--- config.mk ---
export PLATFORM = sky130hd
export DESIGN_NAME = pmcr_top
export DESIGN_NICKNAME = d
export VERILOG_FILES = /design/src/pmcr_pkg.sv /design/src/pmcr_sync.sv /design/src/pmcr_top.sv
export VERILOG_INCLUDE_DIRS = /design/src
export SDC_FILE = /design/constraint.sdc
export NUM_CORES = 1
export LEC_CHECK = 0
export BUFFER_PORTS_ARGS = -buffer_cell sky130_fd_sc_hd__buf_2
export CORE_UTILIZATION = 50
export DETAILED_ROUTE_END_ITERATION = 8
export GPL_ROUTABILITY_DRIVEN = 0
export PLACE_DENSITY = 0.75
export SKIP_CTS_REPAIR_TIMING = 1
export SLEW_MARGIN = 20
export SYNTH_ARGS = -nofsm -noshare
export SYNTH_HDL_FRONTEND = slang
export SYNTH_SLANG_ARGS = --single-unit
--- constraint.sdc ---
create_clock -name mclk_i -period 5 [get_ports mclk_i]
set_clock_uncertainty 0.15 [all_clocks]
set_input_delay 0 -clock mclk_i [delete_from_list [all_inputs] [get_ports mclk_i]]
set_output_delay 0 -clock mclk_i [all_outputs]
set_load 0.01 [all_outputs]
--- src/pmcr_regs.svh ---
// Register offsets, field positions and reset values for the page and memory config bank
`ifndef PMCR_REGS_SVH
`define PMCR_REGS_SVH

`define PMCR_ADDR_W        8
`define PMCR_PAGE_OFS      8'he0
`define PMCR_MEMST0_OFS    8'hf0
`define PMCR_MEMST1_OFS    8'hf1
`define PMCR_PAGE_RST      8'h00
`define PMCR_SRAM_MSB      7
`define PMCR_SRAM_LSB      4
`define PMCR_FLASH_MSB     3
`define PMCR_FLASH_LSB     0
`define PMCR_BTYPE_MSB     5
`define PMCR_BTYPE_LSB     4
`define PMCR_BSIZE_MSB     3
`define PMCR_BSIZE_LSB     0
`define PMCR_ST1_PAD       2'h0

`endif

--- src/pmcr_pkg.sv ---
// Types for the page and memory config bank
package pmcr_pkg;
    // SRAM size codes
    typedef enum logic [3:0] {
        PMCR_SRAM_NONE = 4'h0,
        PMCR_SRAM_16K  = 4'h1,
        PMCR_SRAM_32K  = 4'h2,
        PMCR_SRAM_64K  = 4'h3
    } pmcr_sram_type;
    // Main flash size codes
    typedef enum logic [3:0] {
        PMCR_FLASH_NONE = 4'h0,
        PMCR_FLASH_256K = 4'h1,
        PMCR_FLASH_512K = 4'h2,
        PMCR_FLASH_1M   = 4'h3,
        PMCR_FLASH_2M   = 4'h4,
        PMCR_FLASH_4M   = 4'h5,
        PMCR_FLASH_8M   = 4'h6
    } pmcr_flash_type;
    // Boot block size codes
    typedef enum logic [3:0] {
        PMCR_BOOT_NONE = 4'h0,
        PMCR_BOOT_128K = 4'h1,
        PMCR_BOOT_256K = 4'h2,
        PMCR_BOOT_512K = 4'h3
    } pmcr_boot_type;
    // Boot block technology codes
    typedef enum logic [1:0] {
        PMCR_BOOT_FLASH  = 2'h0,
        PMCR_BOOT_EEPROM = 2'h1
    } pmcr_btech_type;
endpackage

--- src/pmcr_sync.sv ---
// Three-stage synchroniser for bus strobes arriving from pins
`timescale 1ns/10ps
`default_nettype none
module pmcr_sync #(
    parameter int W = 2
) (
    // Clock and reset
    input  wire logic         mclk_i,
    input  wire logic         rstn_i,
    // Raw and synchronised levels
    input  wire logic [W-1:0] async_i,
    output logic      [W-1:0] sync_o,
    output logic      [W-1:0] stable_o
);
    logic [W-1:0] s1_reg;
    logic [W-1:0] s2_reg;
    logic [W-1:0] s3_reg;

    // First stage feeds only the second
    always_ff @(posedge mclk_i or negedge rstn_i) begin
        if (!rstn_i) begin
            s1_reg <= '0;
            s2_reg <= '0;
            s3_reg <= '0;
        end else begin
            s1_reg <= async_i;
            s2_reg <= s1_reg;
            s3_reg <= s2_reg;
        end
    end

    // A change counts once stages two and three agree
    assign sync_o   = s3_reg;
    assign stable_o = ~(s2_reg ^ s3_reg);
endmodule
`default_nettype wire

--- src/pmcr_top.sv ---
// Page select register and memory layout status registers on the MCU data bus
// How it works
// - An eight-bit page register extends MCU addressing to up to 256 pages.
// - The page register is read and written by the MCU at offset e0 of the config space.
// - All eight page bits leave the block toward the address decode array.
// - The same eight page bits also reach the general logic array for spare use.
// - Two read-only 8-bit memory status registers ignore every write.
// - Status 0 holds SRAM size in bits 7..4 and main flash size in bits 3..0.
// - The main flash size code runs 0 none through 6 for 8M bits.
// - Status 1 holds boot block size in bits 3..0 and boot type in bits 5..4.
// - Bits 7 and 6 of status 1 read as zero.
`include "pmcr_regs.svh"
`timescale 1ns/10ps
`default_nettype none
module pmcr_top #(
    parameter logic [3:0] SRAM_SIZE  = pmcr_pkg::PMCR_SRAM_64K,
    parameter logic [3:0] FLASH_SIZE = pmcr_pkg::PMCR_FLASH_4M,
    parameter logic [3:0] BOOT_SIZE  = pmcr_pkg::PMCR_BOOT_256K,
    parameter logic [1:0] BOOT_TECH  = pmcr_pkg::PMCR_BOOT_FLASH
) (
    // Clock and reset
    input  wire logic                     mclk_i,
    input  wire logic                     rstn_i,
    // MCU bus from pins
    input  wire logic [`PMCR_ADDR_W-1:0]  addr_i,
    input  wire logic                     cfg_sel_i,
    input  wire logic                     wr_n_i,
    input  wire logic                     rd_n_i,
    input  wire logic [7:0]               wdata_i,
    // Read data bus, eight data bits and one shared drive enable
    output logic      [7:0]               rdata_o,
    output logic                          rdata_oe_o,
    // Page bits to the logic arrays
    output logic      [7:0]               address_decode_array_o,
    output logic      [7:0]               general_logic_array_o
);
    // Synchronised strobe levels, active high
    logic [1:0] strb_sync;
    logic [1:0] strb_stable;

    // Qualified strobe state from the previous cycle
    logic       wr_act_reg;
    logic       wr_act_next;
    logic       rd_act_reg;
    logic       rd_act_next;

    // Bus captured while a strobe is seen active
    logic [`PMCR_ADDR_W-1:0] addr_lat_reg;
    logic [`PMCR_ADDR_W-1:0] addr_lat_next;
    logic                    sel_lat_reg;
    logic                    sel_lat_next;
    logic [7:0]              wdat_lat_reg;
    logic [7:0]              wdat_lat_next;

    // Page register and its next value
    logic [7:0] page_select_register_reg;
    logic [7:0] page_select_register_next;

    // Registered read side
    logic [7:0] rdata_reg;
    logic [7:0] rdata_next;
    logic       oe_reg;
    logic       oe_next;

    // Registered copies toward the two arrays
    logic [7:0] adec_reg;
    logic [7:0] adec_next;
    logic [7:0] glog_reg;
    logic [7:0] glog_next;

    // Offset decode, shared by the write path and the read mux
    function automatic logic offset_hit(
        input logic                    sel,
        input logic [`PMCR_ADDR_W-1:0] addr,
        input logic [`PMCR_ADDR_W-1:0] ofs
    );
        return sel & (addr == ofs);
    endfunction

    // Strobes come from pins, active low inverted to active high
    pmcr_sync #(.W(2)) u_sync (
        .mclk_i   (mclk_i),
        .rstn_i   (rstn_i),
        .async_i  ({~wr_n_i, ~rd_n_i}),
        .sync_o   (strb_sync),
        .stable_o (strb_stable)
    );

    // Qualified strobe levels; a level only counts once stages agree,
    // so a strobe glitch shorter than one cycle never starts an access
    wire wr_now  = strb_stable[1] ? strb_sync[1] : wr_act_reg;
    wire rd_now  = strb_stable[0] ? strb_sync[0] : rd_act_reg;
    wire capture = wr_now | rd_now;

    // Trailing edge of the write strobe, as seen after the synchroniser
    wire wr_end = wr_act_reg & ~wr_now;

    // Offset hits on the latched access
    wire hit_page = offset_hit(sel_lat_reg, addr_lat_reg, `PMCR_PAGE_OFS);
    wire hit_st0  = offset_hit(sel_lat_reg, addr_lat_reg, `PMCR_MEMST0_OFS);
    wire hit_st1  = offset_hit(sel_lat_reg, addr_lat_reg, `PMCR_MEMST1_OFS);

    // Only the page offset accepts writes; status hits are never written
    wire page_wr = wr_end & hit_page;

    // Status words are built from straps; writes never reach them
    wire [7:0] memst0 = {SRAM_SIZE, FLASH_SIZE};
    wire [7:0] memst1 = {`PMCR_ST1_PAD, BOOT_TECH, BOOT_SIZE};

    // Read decode, unselected or unmapped offsets return zero
    wire [7:0] rd_mux = hit_page ? page_select_register_reg :
                        hit_st0  ? memst0 :
                        hit_st1  ? memst1 : 8'h00;

    // Strobe state follows the qualified level every cycle
    assign wr_act_next = wr_now;
    assign rd_act_next = rd_now;

    // Bus frozen once the strobe ends; pins need only outlast the
    // synchroniser, the latched copy serves the trailing-edge load
    assign addr_lat_next = capture ? addr_i : addr_lat_reg;
    assign sel_lat_next  = capture ? cfg_sel_i : sel_lat_reg;
    assign wdat_lat_next = capture ? wdata_i : wdat_lat_reg;

    // Page register loads on the trailing edge of the write strobe
    assign page_select_register_next = page_wr ? wdat_lat_reg :
                                       page_select_register_reg;

    // Read data is zero outside a read so the shared bus sees no stale byte
    assign rdata_next = rd_now ? rd_mux : 8'h00;
    assign oe_next    = rd_now & sel_lat_reg;

    // Both arrays see the same eight bits, one cycle behind the register
    assign adec_next = page_select_register_reg;
    assign glog_next = page_select_register_reg;

    // Write strobe state
    always_ff @(posedge mclk_i or negedge rstn_i) begin
        if (!rstn_i) begin
            wr_act_reg <= 1'b0;
        end else begin
            wr_act_reg <= wr_act_next;
        end
    end

    // Read strobe state
    always_ff @(posedge mclk_i or negedge rstn_i) begin
        if (!rstn_i) begin
            rd_act_reg <= 1'b0;
        end else begin
            rd_act_reg <= rd_act_next;
        end
    end

    // Latched offset
    always_ff @(posedge mclk_i or negedge rstn_i) begin
        if (!rstn_i) begin
            addr_lat_reg <= '0;
        end else begin
            addr_lat_reg <= addr_lat_next;
        end
    end

    // Latched select
    always_ff @(posedge mclk_i or negedge rstn_i) begin
        if (!rstn_i) begin
            sel_lat_reg <= 1'b0;
        end else begin
            sel_lat_reg <= sel_lat_next;
        end
    end

    // Latched write data
    always_ff @(posedge mclk_i or negedge rstn_i) begin
        if (!rstn_i) begin
            wdat_lat_reg <= 8'h00;
        end else begin
            wdat_lat_reg <= wdat_lat_next;
        end
    end

    // Page register
    always_ff @(posedge mclk_i or negedge rstn_i) begin
        if (!rstn_i) begin
            page_select_register_reg <= `PMCR_PAGE_RST;
        end else begin
            page_select_register_reg <= page_select_register_next;
        end
    end

    // Read data
    always_ff @(posedge mclk_i or negedge rstn_i) begin
        if (!rstn_i) begin
            rdata_reg <= 8'h00;
        end else begin
            rdata_reg <= rdata_next;
        end
    end

    // Read drive enable
    always_ff @(posedge mclk_i or negedge rstn_i) begin
        if (!rstn_i) begin
            oe_reg <= 1'b0;
        end else begin
            oe_reg <= oe_next;
        end
    end

    // Copy toward the address decode array
    always_ff @(posedge mclk_i or negedge rstn_i) begin
        if (!rstn_i) begin
            adec_reg <= `PMCR_PAGE_RST;
        end else begin
            adec_reg <= adec_next;
        end
    end

    // Copy toward the general logic array; own flop keeps fanout local
    always_ff @(posedge mclk_i or negedge rstn_i) begin
        if (!rstn_i) begin
            glog_reg <= `PMCR_PAGE_RST;
        end else begin
            glog_reg <= glog_next;
        end
    end

    // Outputs straight from flops
    assign rdata_o                = rdata_reg;
    assign rdata_oe_o             = oe_reg;
    assign address_decode_array_o = adec_reg;
    assign general_logic_array_o  = glog_reg;
endmodule
`default_nettype wire

# == Yosys cells after proc, flatten, opt, wreduce, memory -nomap -nowiden ==
# Index checks and enable logic that the tools add are counted.
# op_classes
n_mux,6
n_eq_ne,3
n_bitwise,12
# op_table
op,n
"== test 8 bit, second input constant",3
two-way mux 8 bit,2
AND 1 bit,6
two-way mux 6 bit,1
NOT 1 bit,3
two-way mux 1 bit,2
two-way mux 2 bit,1
NOT 2 bit,1
XOR 2 bit,1
bitwise OR 1 bit,1
# totals
input_bits,21
wordCells,33
reg_bits,50

# == Depth between registers and ports, before layout ==
# logic_depth
depth_word,6
depth_mapped,4

# == Modules after synthesis ==
# A second synthesis with hierarchy kept.
# hier_totals
cells_unflattened,111
area_unflattened_um2,1836.8
# modules_own_cells
module,area_per_inst_um2,cells_each,n_inst,seq_area_each_um2
pmcr_top,1669.1,103,1,1101.1
pmcr_sync,167.7,8,1,150.1

# == Worst setup path after synthesis ==
# No wires, ideal clock.
# synth_timing
path_kind,reg-to-reg
start,reg u_sync.s2_reg[0]
end,reg addr_lat_reg[1]
stages_incl_launch_ff,5
arrival_ns,1.370
path_slack_ns,3.355
period_less_slack_ns,1.645
n_path_buf,1
setup_ns,0.125
path_cell_list,dfrtp_1 -> maj3_4 -> nor2_8 -> buf_12 -> mux2_4
# synth_between
elab_chain_cells,4
# synth_lines
item,line_no,rtl
"start, declared",pmcr_sync.sv:16,logic [W-1:0] s2_reg;
"start signal, assigned",pmcr_sync.sv:27,s2_reg <= s1_reg;
XOR 2 bit,pmcr_sync.sv:34,assign stable_o = ~(s2_reg ^ s3_reg);
NOT 2 bit,pmcr_sync.sv:34,
two-way mux 1 bit,pmcr_top.sv:92,wire rd_now = strb_stable[0] ? strb_sync[0] : rd_act_reg;
named net rd_act_next,pmcr_top.sv:45,logic rd_act_next;
bitwise OR 1 bit,pmcr_top.sv:93,wire capture = wr_now | rd_now;
"end signal, assigned",pmcr_top.sv:160,addr_lat_reg <= addr_lat_next;
"end, declared",pmcr_top.sv:48,logic [`PMCR_ADDR_W-1:0] addr_lat_reg;
# The timed path passes the listed nets, and every way through them passes these cells.
# A chain may end at the register's enable or synchronous reset.

# == Final worst setup path ==
# layout_timing
start,reg addr_lat_reg[0]
end,"reg page_select_register_reg[2], in the netlist adec_next[2]"
# layout_between
elab_chain_cells,3
# layout_lines
item,line_no,rtl
== test 8 bit,pmcr_top.sv:77,return sel & (addr == ofs);
AND 1 bit,pmcr_top.sv:77,
AND 1 bit,pmcr_top.sv:104,wire page_wr = wr_end & hit_page;
"end signal, assigned",pmcr_top.sv:185,page_select_register_reg <= `PMCR_PAGE_RST;
"end signal, assigned",pmcr_top.sv:187,page_select_register_reg <= page_select_register_next;
"end, declared",pmcr_top.sv:56,logic [7:0] page_select_register_reg;
# Every way passes these cells.

==> results.py <==
metrics = {
    "setup_path": {
        "cp-startpoint": "addr_lat_reg[0]$_DFFE_PN0P_",
        "worst-path-stages": 3,
        "crit_chain": "nor4_4 -> and4b_1 -> mux2_4",
        "path_buf_inv": 0,
        "critPathMaxStageDelay_ps": 570,
        "timing.critical_path.from_type": "register",
        "rr_worst_depth": 3,
        "crit_path_end_kind": "register",
        "worst-endpoint-arrival_ps": 1970,
        "path_delay_family": "simple AND/OR/NAND/NOR gates",
        "cp.required_ps": 5040,
        "worstReg2RegEnd": "adec_next[2]$_DFFE_PN0P_",
        "r2r-start": "addr_lat_reg[0]$_DFFE_PN0P_",
        "crit_type": "register to register",
        "worst_path_slowest_cell": "and4b_1",
        "r2r_slack_ps": 3070,
        "critPathCapture": "adec_next[2]$_DFFE_PN0P_",
        "worst-path-max-fanout": 8,
    },
    "drt": {
        "detail_route.first_pass.iterations": 4,
        "routedWlPerCell_um": 13.2,
        "post-route-drc-count": 0,
        "antenna_violating_nets_post_route": 0,
        "drt_wl_total_mm": 2.93,
        "dr.first_iter.drc_count": 39,
        "route.vias.total": 1034,
        "vias_per_cell": 4.66,
    },
    "timing": {
        "slew_viol_final": 0,
        "finalCriticalPeriod_ps": 1930,
        "worst_slack_ps": 3070,
        "layout_worst_path_cycle_share_pct": 38.6,
        "timing.slew.headroom_pct": 61.2,
        "grt_setup_unrepaired": "no",
        "finalHoldViolCount": 0,
        "worst_hold_slack_ps": 101,
        "setup_violations": 0,
        "worst_pin_slew_ps": 582,
        "fmax_mhz": 518,
        "timing.setup.tns_ps": 0,
    },
    "layout": {
        "nNetsFinal": 196,
        "antenna-diode-count": 0,
        "layoutNonFillerInstCount": 222,
        "layout.area.seq_um2": 1250,
        "areaGrowthSynthToFinish_pct": 26.4,
        "share_of_post_route_cells_with_drive_strength_above_1_pct": 46.0,
        "postLayoutCoreUtil_pct": 69.0,
        "multi_input_area_um2": 539,
        "nFillCells": 262,
    },
    "yosys": {
        "synth_top_cell_area_share_pct": 66.1,
        "synth_sequential_area_ratio_pct": 66.1,
        "post_synth_inst_count": 114,
        "mean_cell_area_of_the_mapped_netlist_um2": 16.6,
        "synth_top_cell_by_area": "dfrtp_1",
        "synth_area_um2": 1890,
        "synth_nets": 135,
        "synth_top_cells_by_area": "dfrtp_1 (66%), mux2_4 (14%), mux2_2 (4.2%)",
        "number_of_synthesized_register_bits": 50,
        "yosys_warnings": 0,
        "netlist-cell-type-count": 22,
    },
    "clocking": {
        "worst_skew_pair.late_latency_ps": 300,
        "clkSlewWorstSetupHoldPaths_ps": 80,
        "cts_max_level": 2,
        "numClockSinks": 50,
        "cts-root-buf": "clkbuf_8",
        "cts_tree": "done",
        "max-clock-path-buffers": 2,
        "tritoncts_buffers": 5,
    },
    "placed_design": {
        "place_hpwl_mm": 1.84,
        "place_inst": 194,
        "dpl_worst_slack_ps": 3080,
        "portBuffers": 45,
    },
    "run": {
        "timing.max_cap.violations": 0,
    },
    "global_route": {
        "antenna_violations_before_repair": 0,
        "grt_start_max_net_pins": 51,
        "tot_gr_track_use_pct": 14.8,
        "first_pass_grt_wire_length_mm": 4.35,
        "first_global_vias": 948,
        "overflow": 0,
    },
    "hold_path": {
        "worstHoldPathType": "input port to asynchronous set/reset pin",
    },
    "power_and_ir_drop": {
        "worst_vdd_drop_mv": 0.201,
        "p_per_area_nw_per_um2": 334,
        "power.leakage_nw": 1.22,
    },
    "floorplan": {
        "die_w_um": 63.6,
        "rows": 21,
        "core_area_um2": 3470,
        "io_pins": 46,
        "die_height_um": 63.6,
        "floorplan.initialDensity_pct": 54.6,
        "floorplan.die_area_um2": 4040,
    },
    "outcome": {
        "outcome": "completed",
    },
}
[synth_stat cells (all sizes together)]
cell type / instances
a21oi: 1
and2: 4
and4: 1
and4b: 2
buf: 10
clkbuf: 1
dfrtp: 50
inv: 2
maj3: 2
mux2: 25
nand2: 1
nand3: 1
nor2: 9
nor3: 1
nor3b: 2
nor4: 1
or3: 1
[placed cells by master (no fill, tap or decap), types with 2 or more instances in the layout]
cell type | Yosys | routed
mux2_4 | 18 | 18
dfrtp_1 | 50 | 50
and2_1 | 4 | 4
inv_1 | 2 | 2
clkbuf_8 | 0 | 5
buf_2 | 0 | 44
nor3b_1 | 2 | 2
dlygate4sd3_1 | 0 | 20
and4b_1 | 2 | 2
nor2_1 | 8 | 8
mux2_2 | 7 | 7
[worst register-to-register path, stage by stage, from the launching register on]
cell and delay, ps:
dfrtp_1 440, nor4_4 320, and4b_1 570, mux2_4 350
[report_power, final]
part	switching [mW]	total (mW)	internal [mW]
combinational	0.0313	0.0806	0.0493
clock	0.124	0.273	0.149
sequential	0.0182	0.446	0.428
[per-stage QoR]
| stage | cell area (µm²) | power, mW |
|---|---|---|
| floorplan | 1890 | 0.500 |
| global placement | 2080 | 0.519 |
| detailed placement | 2080 | 0.523 |
| CTS | 2190 | 0.797 |
| global route | 2390 | 0.834 |
| finish | 2390 | 0.799 |
[final cells by class]
| type | instances | share of cell area (%) |
|---|---|---|
| timing repair buffer | 65 | 17.9 |
| clock buffer | 6 | 3.03 |
| clock inverter | 2 | 1.57 |
| multi-input combinational | 51 | 22.5 |
| sequential | 50 | 52.3 |
| inverter | 2 | 0.314 |
| tap | 46 | 2.40 |
[worst min-delay path by stage]
stage            from  slack (ps)                             endpoint
2_1_floorplan  rstn_i        -450          addr_lat_reg[0]$_DFFE_PN0P_
3_3_place_gp   wr_n_i          -6           u_sync.s1_reg[1]$_DFF_PN0_
3_5_place_dp   rd_n_i          -4           u_sync.s1_reg[0]$_DFF_PN0_
4_1_cts        rd_n_i        -330           u_sync.s1_reg[0]$_DFF_PN0_
5_1_grt        rstn_i         160  address_decode_array_o[2]$_DFF_PN0_
6_report       rstn_i         100          wdat_lat_reg[2]$_DFFE_PN0P_
[per-layer routing]
metal / vias up / GRT usage, % / wire (µm)
met4: 0 / 5.97 / 45
met1: 496 / 17.7 / 1220
li1: 497 / - / -
met3: 5 / 5.80 / 163
met5: - / 0 / 0
met2: 36 / 23.7 / 1500
[cell families after synthesis]
| logic type | synth area share [%] |
|---|---|
| flip-flops | 66.1 |
| AND/OR/NAND/NOR | 8.45 |
| buffers and inverters | 5.48 |
| multiplexers | 18.4 |
| adder cells (fa/ha/maj) | 1.32 |
| AO/OA/AOI/OAI | 0.264 |
Power figures use the tool's default switching activity.
